$ cat src/hdl/ics_pkg.sv
// Package for the isolated converter supervisor: timing, duty and state constants.
// Assumes a 50 MHz core clock; comparator results arrive as pin-level flags.
package ics_pkg;
  localparam int CLK_MHZ = 50;
  // Times in their own units
  localparam int SS_TIMEOUT_MS = 16;
  localparam int FAULT_PULSE_US = 200;
  localparam int RESTART_MS = 160;
  localparam int ON_MAX_NS = 13000;
  localparam int OFF_MIN_NS = 1500;
  // Cycle counts
  localparam int SS_TIMEOUT_CYC = SS_TIMEOUT_MS * 1000 * CLK_MHZ;
  localparam int FAULT_PULSE_CYC = FAULT_PULSE_US * CLK_MHZ;
  localparam int RESTART_CYC = RESTART_MS * 1000 * CLK_MHZ;
  localparam int ON_MAX_CYC = (ON_MAX_NS * CLK_MHZ) / 1000;
  localparam int OFF_MIN_CYC = (OFF_MIN_NS * CLK_MHZ + 999) / 1000;
  localparam int CNT_W = 24;
  // Duty in 1/1000 units: 6.5 % start, 62.5 % cap, 100 % full
  localparam logic [9:0] DUTY_START = 10'h041;
  localparam logic [9:0] DUTY_CAP = 10'h271;
  localparam logic [9:0] DUTY_FULL = 10'h3E8;
  localparam logic [9:0] DUTY_STEP = 10'h001;
  localparam int DUTY_RATE_CYC = 256;
  // Burst carrier period and sweep bands, in cycles
  localparam logic [7:0] PERIOD_LO = 8'h19;
  localparam logic [7:0] PERIOD_HI = 8'h23;
  localparam int DEGLITCH_DEF = 500;
  localparam int SYNC_N = 3;
  typedef enum logic [2:0] {
    ICS_OFF = 3'b000,
    ICS_SOFT = 3'b001,
    ICS_RUN = 3'b010,
    ICS_FAULT = 3'b011,
    ICS_WAIT = 3'b100,
    ICS_LOCK = 3'b101
  } ics_state_e;
endpackage

$ cat src/hdl/ics_sync.sv
// Three-stage input synchroniser with agreement filter.
// Assumes an asynchronous level input; output changes when stages two and three agree.
`timescale 1ns/1ps
`default_nettype none
module ics_sync (
  // Clock and reset
  input wire logic core_clk,
  input wire logic sys_rst,
  // Level in and out
  input wire logic async_in,
  output logic sync_out
);
  logic [2:0] stage_reg;
  logic out_reg;

  always_ff @(posedge core_clk) begin
    if (sys_rst) begin
      stage_reg <= 3'h0;
    end else begin
      stage_reg <= {stage_reg[1:0], async_in};
    end
  end

  // Stage one is read only by stage two
  always_ff @(posedge core_clk) begin
    if (sys_rst) begin
      out_reg <= 1'b0;
    end else if (stage_reg[1] == stage_reg[2]) begin
      out_reg <= stage_reg[2];
    end
  end

  assign sync_out = out_reg;
endmodule // ics_sync
`default_nettype wire

$ cat src/hdl/ics_supervisor.sv
// Enable, soft-start, burst regulation and fault sequencing of an isolated converter.
// Assumes comparator flags from analog; enable/fault pin is open-drain (oe low drives).
`timescale 1ns/1ps
`default_nettype none
// Behaviour
// - Enable pin low keeps converter off; high lets it run.
// - Input valid and enable high starts open-loop soft-start.
// - Soft-start bursts at fixed rate, duty from 6.5 % rising steadily.
// - Duty capped at 62.5 % until output passes startup threshold.
// - No regulation after 16 ms soft-start: shut down, pull pin low 200 us.
// - After timeout report, restart timer runs then soft-start retries, repeatedly.
// - Steady state: stage on below lower band, off at upper band.
// - Burst over 13 us forces off for 1.5 us, then restarts.
// - Select sampled below startup threshold: tied output 5.0 V, ground 5.5 V.
// - Select ignored afterwards until enable toggles or supply cycles.
// - Input under or over limit stops switching.
// - Input back in range resumes at once, no restart delay.
// - Output under 0.9 of set: duty limit, shutdown after deglitch.
// - After fault pulse, 160 ms timer, then fresh soft-start; hiccup.
// - Output overvoltage: clamp, duty limit, deglitch shutdown, 160 ms restart.
// - Either stage overtemperature: deglitch stop, report, retry after 160 ms.
// - Each reportable fault shutdown sinks the pin for the report time.
// - Oscillator period steps one cycle per carrier period between two bands, wrapping; restarts low each burst.
// - Fault report holds pin low 200 us on fault or timeout shutdown; input lockout stops without a report.
module ics_supervisor #(
  parameter int SS_TIMEOUT = ics_pkg::SS_TIMEOUT_CYC,
  parameter int RESTART = ics_pkg::RESTART_CYC,
  parameter int DEGLITCH = ics_pkg::DEGLITCH_DEF
) (
  // Clock and reset
  input wire logic core_clk,
  input wire logic sys_rst,
  // Enable/fault pin
  input wire logic enable_fault_pin_in,
  output logic enable_fault_pin_out,
  output logic enable_fault_pin_oe,
  // Comparator flags
  input wire logic input_low_flag,
  input wire logic input_high_flag,
  input wire logic output_startup_flag,
  input wire logic output_regulated_flag,
  input wire logic output_lower_band_flag,
  input wire logic output_upper_band_flag,
  input wire logic output_under_flag,
  input wire logic output_over_flag,
  input wire logic primary_overtemp_flag,
  input wire logic secondary_overtemp_flag,
  input wire logic level_select_in,
  // Power stage and status
  output logic power_stage_on,
  output logic output_overshoot_clamp,
  output logic [9:0] duty_permille,
  output logic [7:0] switch_period,
  output logic level_high_sel,
  output logic overpower_active,
  output logic low_power_mode,
  output logic fault_active
);
  import ics_pkg::*;

  ////////////////////////////////////////////////////////////////////////////
  // Synchronisers
  localparam int NS = 12;
  logic [NS-1:0] raw_in;
  logic [NS-1:0] syn;
  assign raw_in = {level_select_in, secondary_overtemp_flag, primary_overtemp_flag,
                   output_over_flag, output_under_flag, output_upper_band_flag,
                   output_lower_band_flag, output_regulated_flag, output_startup_flag,
                   input_high_flag, input_low_flag, enable_fault_pin_in};
  for (genvar i = 0; i < NS; i++) begin : g_sync
    ics_sync u_sync (
      .core_clk(core_clk),
      .sys_rst(sys_rst),
      .async_in(raw_in[i]),
      .sync_out(syn[i])
    );
  end
  logic en_s, in_lo, in_hi, v_start, v_reg, v_lo, v_hi, v_under, v_over, t_hot, sel_s;
  assign en_s = syn[0];
  assign in_lo = syn[1];
  assign in_hi = syn[2];
  assign v_start = syn[3];
  assign v_reg = syn[4];
  assign v_lo = syn[5];
  assign v_hi = syn[6];
  assign v_under = syn[7];
  assign v_over = syn[8];
  assign t_hot = syn[9] | syn[10];
  assign sel_s = syn[11];

  ////////////////////////////////////////////////////////////////////////////
  // State and timers
  ics_state_e state_reg;
  ics_state_e state_next;
  logic [CNT_W-1:0] tmr_reg;
  logic [CNT_W-1:0] dg_reg;
  logic [7:0] rate_reg;
  logic [9:0] duty_reg;
  logic [7:0] ph_reg;
  logic [7:0] per_reg;
  logic [9:0] on_cnt_reg;
  logic [9:0] off_cnt_reg;
  logic burst_reg;
  logic opp_reg;
  logic sel_done_reg;
  logic lvl_reg;
  logic sink_reg;
  logic in_ok;
  logic fault_cond;
  logic dg_hit;
  logic ss_expire;
  logic tmr_done;
  logic en_blank;

  assign in_ok = !in_lo && !in_hi;
  assign fault_cond = v_under || v_over || t_hot;
  // Deglitch counter; a short glitch clears it
  assign dg_hit = dg_reg >= CNT_W'(DEGLITCH);
  assign ss_expire = tmr_reg >= CNT_W'(SS_TIMEOUT - 1);
  assign tmr_done = (state_reg == ICS_FAULT) ? (tmr_reg >= CNT_W'(FAULT_PULSE_CYC - 1))
                                             : (tmr_reg >= CNT_W'(RESTART - 1));
  // Own sink reads back as disable; blind until the synchroniser sees the pin again
  assign en_blank = (state_reg == ICS_FAULT) ||
                    (state_reg == ICS_WAIT && tmr_reg < CNT_W'(SYNC_N + 2));

  always_comb begin
    state_next = state_reg;
    case (state_reg)
      ICS_OFF: begin
        if (en_s && in_ok) begin
          state_next = ICS_SOFT;
        end
      end
      ICS_SOFT: begin
        if (v_reg) begin
          state_next = ICS_RUN;
        end else if (ss_expire || (dg_hit && t_hot)) begin
          state_next = ICS_FAULT;
        end
      end
      ICS_RUN: begin
        if (dg_hit) begin
          state_next = ICS_FAULT;
        end
      end
      ICS_FAULT: begin
        if (tmr_done) begin
          state_next = ICS_WAIT;
        end
      end
      ICS_WAIT: begin
        if (tmr_done) begin
          state_next = ICS_SOFT;
        end
      end
      ICS_LOCK: begin
        if (in_ok) begin
          state_next = ICS_SOFT;
        end
      end
      default: state_next = ICS_OFF;
    endcase
    // Enable low (outside the blind window) and input lockout (outside ICS_FAULT) override all else
    if (state_reg != ICS_OFF && !en_blank && !en_s) begin
      state_next = ICS_OFF;
    end else if (state_reg != ICS_OFF && state_reg != ICS_FAULT && !in_ok) begin
      state_next = ICS_LOCK;
    end
  end

  always_ff @(posedge core_clk) begin
    if (sys_rst) begin
      state_reg <= ICS_OFF;
    end else begin
      state_reg <= state_next;
    end
  end

  // Shared timer restarts on every state change
  always_ff @(posedge core_clk) begin
    if (sys_rst || state_next != state_reg) begin
      tmr_reg <= '0;
    end else if (tmr_reg != {CNT_W{1'b1}}) begin
      tmr_reg <= tmr_reg + 1'b1;
    end
  end

  always_ff @(posedge core_clk) begin
    if (sys_rst || !fault_cond || !(state_reg == ICS_RUN || state_reg == ICS_SOFT)) begin
      dg_reg <= '0;
    end else if (!dg_hit) begin
      dg_reg <= dg_reg + 1'b1;
    end
  end

  ////////////////////////////////////////////////////////////////////////////
  // Soft-start duty ramp and limit
  always_ff @(posedge core_clk) begin
    if (sys_rst || state_reg != ICS_SOFT) begin
      duty_reg <= DUTY_START;
      rate_reg <= 8'h00;
    end else begin
      rate_reg <= rate_reg + 8'h01;
      if (rate_reg == 8'(DUTY_RATE_CYC - 1)) begin
        if (!v_start && duty_reg >= DUTY_CAP) begin
          duty_reg <= DUTY_CAP;
        end else if (duty_reg < DUTY_FULL) begin
          duty_reg <= duty_reg + DUTY_STEP;
        end
      end
    end
  end

  // Output fault in steady state falls back to the capped duty
  logic [9:0] duty_eff;
  always_comb begin
    duty_eff = DUTY_FULL;
    if (state_reg == ICS_SOFT) begin
      duty_eff = (!v_start && duty_reg > DUTY_CAP) ? DUTY_CAP : duty_reg;
    end else if (v_under || v_over) begin
      duty_eff = DUTY_CAP;
    end
  end

  ////////////////////////////////////////////////////////////////////////////
  // Switching carrier with band sweep restarting at PERIOD_LO each burst
  logic switching;
  assign switching = (state_reg == ICS_SOFT) || (state_reg == ICS_RUN && burst_reg);

  always_ff @(posedge core_clk) begin
    if (sys_rst || !switching) begin
      ph_reg <= 8'h00;
      per_reg <= PERIOD_LO;
    end else if (ph_reg >= per_reg - 8'h01) begin
      ph_reg <= 8'h00;
      // Sweep wraps from PERIOD_HI back to PERIOD_LO; a burst shorter than one sweep spans only the low end
      per_reg <= (per_reg >= PERIOD_HI) ? PERIOD_LO : per_reg + 8'h01;
    end else begin
      ph_reg <= ph_reg + 8'h01;
    end
  end

  logic [17:0] ph_scaled;
  logic [17:0] duty_scaled;
  assign ph_scaled = 18'(ph_reg) * 18'(DUTY_FULL);
  assign duty_scaled = 18'(duty_eff) * 18'(per_reg);

  ////////////////////////////////////////////////////////////////////////////
  // Hysteretic burst control with overpower limit
  always_ff @(posedge core_clk) begin
    if (sys_rst || state_reg != ICS_RUN) begin
      burst_reg <= 1'b0;
      opp_reg <= 1'b0;
      on_cnt_reg <= '0;
      off_cnt_reg <= '0;
    end else if (burst_reg) begin
      off_cnt_reg <= '0;
      on_cnt_reg <= on_cnt_reg + 10'h001;
      if (v_hi) begin
        burst_reg <= 1'b0;
        opp_reg <= 1'b0;
      end else if (on_cnt_reg >= 10'(ON_MAX_CYC - 1)) begin
        burst_reg <= 1'b0;
        opp_reg <= 1'b1;
      end
    end else begin
      on_cnt_reg <= '0;
      if (off_cnt_reg != 10'h3FF) begin
        off_cnt_reg <= off_cnt_reg + 10'h001;
      end
      // Off time never below the minimum, overpower or not
      if ((v_lo || opp_reg) && !v_hi && off_cnt_reg >= 10'(OFF_MIN_CYC - 1)) begin
        burst_reg <= 1'b1;
      end
    end
  end

  ////////////////////////////////////////////////////////////////////////////
  // Output level select, sampled once per enable or supply cycle
  always_ff @(posedge core_clk) begin
    if (sys_rst || state_reg == ICS_OFF) begin
      sel_done_reg <= 1'b0;
      lvl_reg <= 1'b0;
    end else if (state_reg == ICS_SOFT && !sel_done_reg) begin
      if (!v_start) begin
        lvl_reg <= !sel_s;
      end else begin
        sel_done_reg <= 1'b1;
      end
    end
  end

  ////////////////////////////////////////////////////////////////////////////
  // Fault report sink
  always_ff @(posedge core_clk) begin
    if (sys_rst) begin
      sink_reg <= 1'b0;
    end else begin
      sink_reg <= (state_next == ICS_FAULT);
    end
  end

  // Open-drain: oe low drives the pin low
  assign enable_fault_pin_out = 1'b0;
  assign enable_fault_pin_oe = !sink_reg;
  assign power_stage_on = switching && (ph_scaled < duty_scaled);
  assign output_overshoot_clamp = v_over && state_reg != ICS_OFF;
  assign duty_permille = duty_reg;
  assign switch_period = per_reg;
  assign level_high_sel = lvl_reg;
  assign overpower_active = opp_reg;
  assign low_power_mode = (state_reg == ICS_OFF);
  assign fault_active = sink_reg;
endmodule // ics_supervisor
`default_nettype wire

$ cat config.mk
export PLATFORM = sky130hd
export DESIGN_NAME = ics_supervisor
export DESIGN_NICKNAME = d
export VERILOG_FILES = /design/src/hdl/ics_pkg.sv /design/src/hdl/ics_sync.sv /design/src/hdl/ics_supervisor.sv
export SDC_FILE = /design/constraint.sdc
export NUM_CORES = 1
export LEC_CHECK = 0
export ABC_AREA = 1
export ABC_CLOCK_PERIOD_IN_PS = 10750
export BUFFER_PORTS_ARGS = -buffer_cell sky130_fd_sc_hd__buf_2
export CAP_MARGIN = 0
export CORE_ASPECT_RATIO = 1.75
export CORE_MARGIN = 2
export CORE_UTILIZATION = 45
export CTS_BUF_LIST = sky130_fd_sc_hd__clkbuf_8 sky130_fd_sc_hd__clkbuf_16
export CTS_CLUSTER_SIZE = 20
export DETAILED_ROUTE_END_ITERATION = 16
export GPL_TIMING_DRIVEN = 0
export PLACE_DENSITY_LB_ADDON = 0.08
export SYNTH_ARGS = -nofsm -noshare
export SYNTH_HDL_FRONTEND = slang
export SYNTH_SLANG_ARGS = --single-unit
export TNS_END_PERCENT = 20
$ cat constraint.sdc
create_clock -name core_clk -period 10.75 [get_ports core_clk]
set_clock_uncertainty 0.1 [all_clocks]
set_input_delay 0 -clock core_clk [delete_from_list [all_inputs] [get_ports core_clk]]
set_output_delay 0 -clock core_clk [all_outputs]
set_load 0.05 [all_outputs]
==> results.json <==
{
  "rsz0062_at_grt": "false",
  "num-fill-cells": 2575,
  "synth_edf_count": 0,
  "relSlewSlack_pct": 39.2,
  "power.leakage_nw": 5.90,
  "critical_path.startpoint_type": "flop",
  "area_growth_pct": 11.0,
  "startpoint": "duty_permille[0]",
  "placeableCoreArea_um2": 25300,
  "grt_pass1_vias": 9507,
  "hp-start": "secondary_overtemp_flag",
  "setup_ws_ps": 2870,
  "tns_ps": 0,
  "drtIter0Drc": 340,
  "cts_tree": "yes",
  "final_area_um2": 12900,
  "cts_repair_resize_count": 0,
  "reg2reg_depth": 13,
  "vias": 9317,
  "synth-seq-cells": 158,
  "multi_input_area_um2": 7210,
  "num_io_pins": 40,
  "place_area_um2": 12200,
  "ys_warn_count": 0,
  "netlist-cell-type-count": 50,
  "clock-sinks": 158,
  "fmax_mhz": 127,
  "syn_area_um2": 11600,
  "setup_viol": 0,
  "crit_slowest_cell": "fa_1",
  "synth_top_family_by_area": "adder cells",
  "first_pass_iters": 5,
  "regArea_um2": 3160,
  "initial_core_util_pct": 45.7,
  "cts_buffers": 17,
  "cp-end-kind": "primary output",
  "synth_cells": 1492,
  "rows": 77,
  "worst_pin_slew_ps": 911,
  "drive_gt1_share_pct": 10.5,
  "cts-htree-levels": 4,
  "p_per_area_nw_per_um2": 95.3,
  "drcViolationCount": 0,
  "rr_startpoint": "switch_period[0]",
  "synth_compound_area_share_pct": 8.42,
  "port_buffers": 38,
  "globalplace.congestion": 0.904,
  "timing.final.crit_period_ps": 7880,
  "synth-adder-area-share_pct": 24.3,
  "vias_per_cell": 4.93,
  "grt_antenna_before_repair": 0,
  "antenna_cells": 0,
  "async_flop_share_pct": 0,
  "maxCapViolations": 0,
  "grt_max_degree": 17,
  "grt_first_pass_wirelength_um": 43600,
  "ant_nets": 0,
  "dpl.hpwl_um": 20700,
  "total_power_mw": 1.23,
  "worstHoldPathType": "input pin to flop",
  "largest_register_ffs": 36,
  "switching_share_pct": 24.6,
  "finalCritPeriodShare_pct": 73.3,
  "p_seq_share_pct": 48.5,
  "required_ps": 10650,
  "nNetsFinal": 1759,
  "crit_fanout": 8,
  "syn_area_per_cell_um2": 7.77,
  "mostFrequentLayoutCells": "273 x inv_1, 229 x nor2_1, 174 x nand2_1",
  "synth_xor_area_share_pct": 5.52,
  "yosysSeqAreaShare_pct": 27.3,
  "worstSkewPairLatency_ps": 440,
  "min_path_cells": 4,
  "crit_arrival_ps": 7780,
  "internal-power_mw": 0.925,
  "synthSimpleGateAreaFrac_pct": 24.0,
  "grt.total_usage_pct": 19.9,
  "path_clk_slew_ps": 60,
  "root_buffer": "clkbuf_16",
  "synth_ff_type": "dfxtp_1",
  "cpPeakStageDelay_ps": 530,
  "status": "finished, final reports clean",
  "wl_per_cell_um": 13.5,
  "clockPowerShare_pct": 46.9,
  "routed_wl_um": 25500,
  "die_w_um": 125,
  "pre_cts_ws_ps": 3280,
  "die_area_um2": 27100,
  "synth_fp_nets": 1689,
  "final_common_cell": "inv_1",
  "grt.overflow.total": 0,
  "synthMuxAreaShare_pct": 0,
  "clk_path_buf_depth": 2,
  "finalMaxSlewViolations": 0,
  "die_y_um": 216,
  "combPwrFrac_pct": 4.6,
  "hold_viol": 0,
  "p_sw_mw": 0.302,
  "critPathKind": "flop to primary output",
  "ir_worst_vdd_uv": 123
}
==> path summary, 6_finish.rpt <==
kind                                     to  slack (ps)
max                          power_stage_on        2870
min          g_sync[10].u_sync.stage_reg[0]         200
max reg2reg                switch_period[5]        7010
min reg2reg   g_sync[9].u_sync.stage_reg[1]         300
==> metal layers <==
| metal | GRT usage, % | wire length [um] | up-vias | part of all wire [%] |
|---|---|---|---|---|
| li1 | - | - | 4824 | - |
| met3 | 3.01 | 572 | 51 | 2.2 |
| met4 | 9.63 | 1030 | 0 | 4.0 |
| met1 | 19.4 | 9770 | 4318 | 38 |
| met5 | 0 | 0 | - | 0 |
| met2 | 39.7 | 14100 | 124 | 55 |
==> cells in the mapped netlist (2+ instances only) <==
cell type / count / area, um2
o21ai_0: 43 / 215
o31ai_1: 3 / 22.5
o21ai_1: 5 / 25.0
nor2_4: 25 / 282
a31oi_1: 7 / 43.8
nand3_2: 3 / 30.0
nor2_2: 13 / 81.3
buf_1: 5 / 18.8
dfxtp_1: 158 / 3160
a211oi_1: 8 / 60.1
nor3_2: 2 / 20.0
nor3_1: 43 / 215
nor4_1: 6 / 37.5
o2111ai_1: 3 / 26.3
a21oi_1: 88 / 440
o211ai_1: 3 / 22.5
nand4_1: 22 / 138
buf_2: 2 / 10.0
nand3b_1: 2 / 15.0
o21ai_2: 2 / 17.5
buf_12: 2 / 40.0
nand2_2: 15 / 93.8
fa_1: 70 / 1400
clkinv_1: 7 / 26.3
xnor2_1: 22 / 193
nor3b_1: 4 / 30.0
a21oi_2: 7 / 61.3
inv_1: 273 / 1020
or2_2: 4 / 25.0
nand2_1: 174 / 653
buf_4: 2 / 15.0
ha_1: 113 / 1410
nor2_1: 229 / 860
xor2_1: 51 / 447
clkbuf_1: 8 / 30.0
nand3_1: 40 / 200
and3_1: 3 / 18.8
inv_2: 13 / 48.8
==> critical path: cells and delay by family (launching register included) <==
| family | cells | cell delay, ps |
|---|---|---|
| compound gates | 9 | 1770 |
| xor+xnor | 1 | 160 |
| fa+ha+maj | 7 | 2870 |
| buf+inv | 6 | 630 |
| flops | 1 | 510 |
| simple gates | 9 | 1370 |
==> power groups by stage <==
stage	clock, mW	sequential, mW	combinational (mW)
after floorplan	0	0.608	0.0406
after global placement	0	0.608	0.0532
after detailed placement	0	0.608	0.0538
after CTS	0.597	0.595	0.0577
after global routing	0.622	0.596	0.0657
final	0.575	0.595	0.0566
==> cell type report <==
cell class	count	area share, %
repair buffers	51	2.49
well taps	316	3.07
multi-input cells	1022	56.0
inverters	293	8.55
plain buffers	19	0.885
clock buffers	18	3.41
clock inverters	14	0.972
flip-flops and latches	158	24.6
==> timing repair <==
action / in CTS / in global routing
hold endpoints to repair: 28 / 0
setup buffers: 0 / 0
hold buffers: 13 / 0
==> cell families (layout without fill, tap and decap cells) <==
| family | after synthesis | in the layout |
|---|---|---|
| compound gates | 174 | 174 |
| simple gates | 591 | 591 |
| other cells | 1 | 1 |
| fa+ha+maj | 183 | 183 |
| flops | 158 | 158 |
| xor+xnor | 73 | 73 |
| buf+inv | 312 | 395 |
==> through the flow <==
step                      hold WS [ps]  utilization, %  cells
after floorplan                   6.97               -   1492
after global placement            99.4            48.0   1846
after detailed placement           107            48.0   1846
after CTS                          173            50.8   1891
after global routing               194            50.8   1891
final                              201            50.8   1891
No activity file was read; power rests on OpenSTA's default activity.
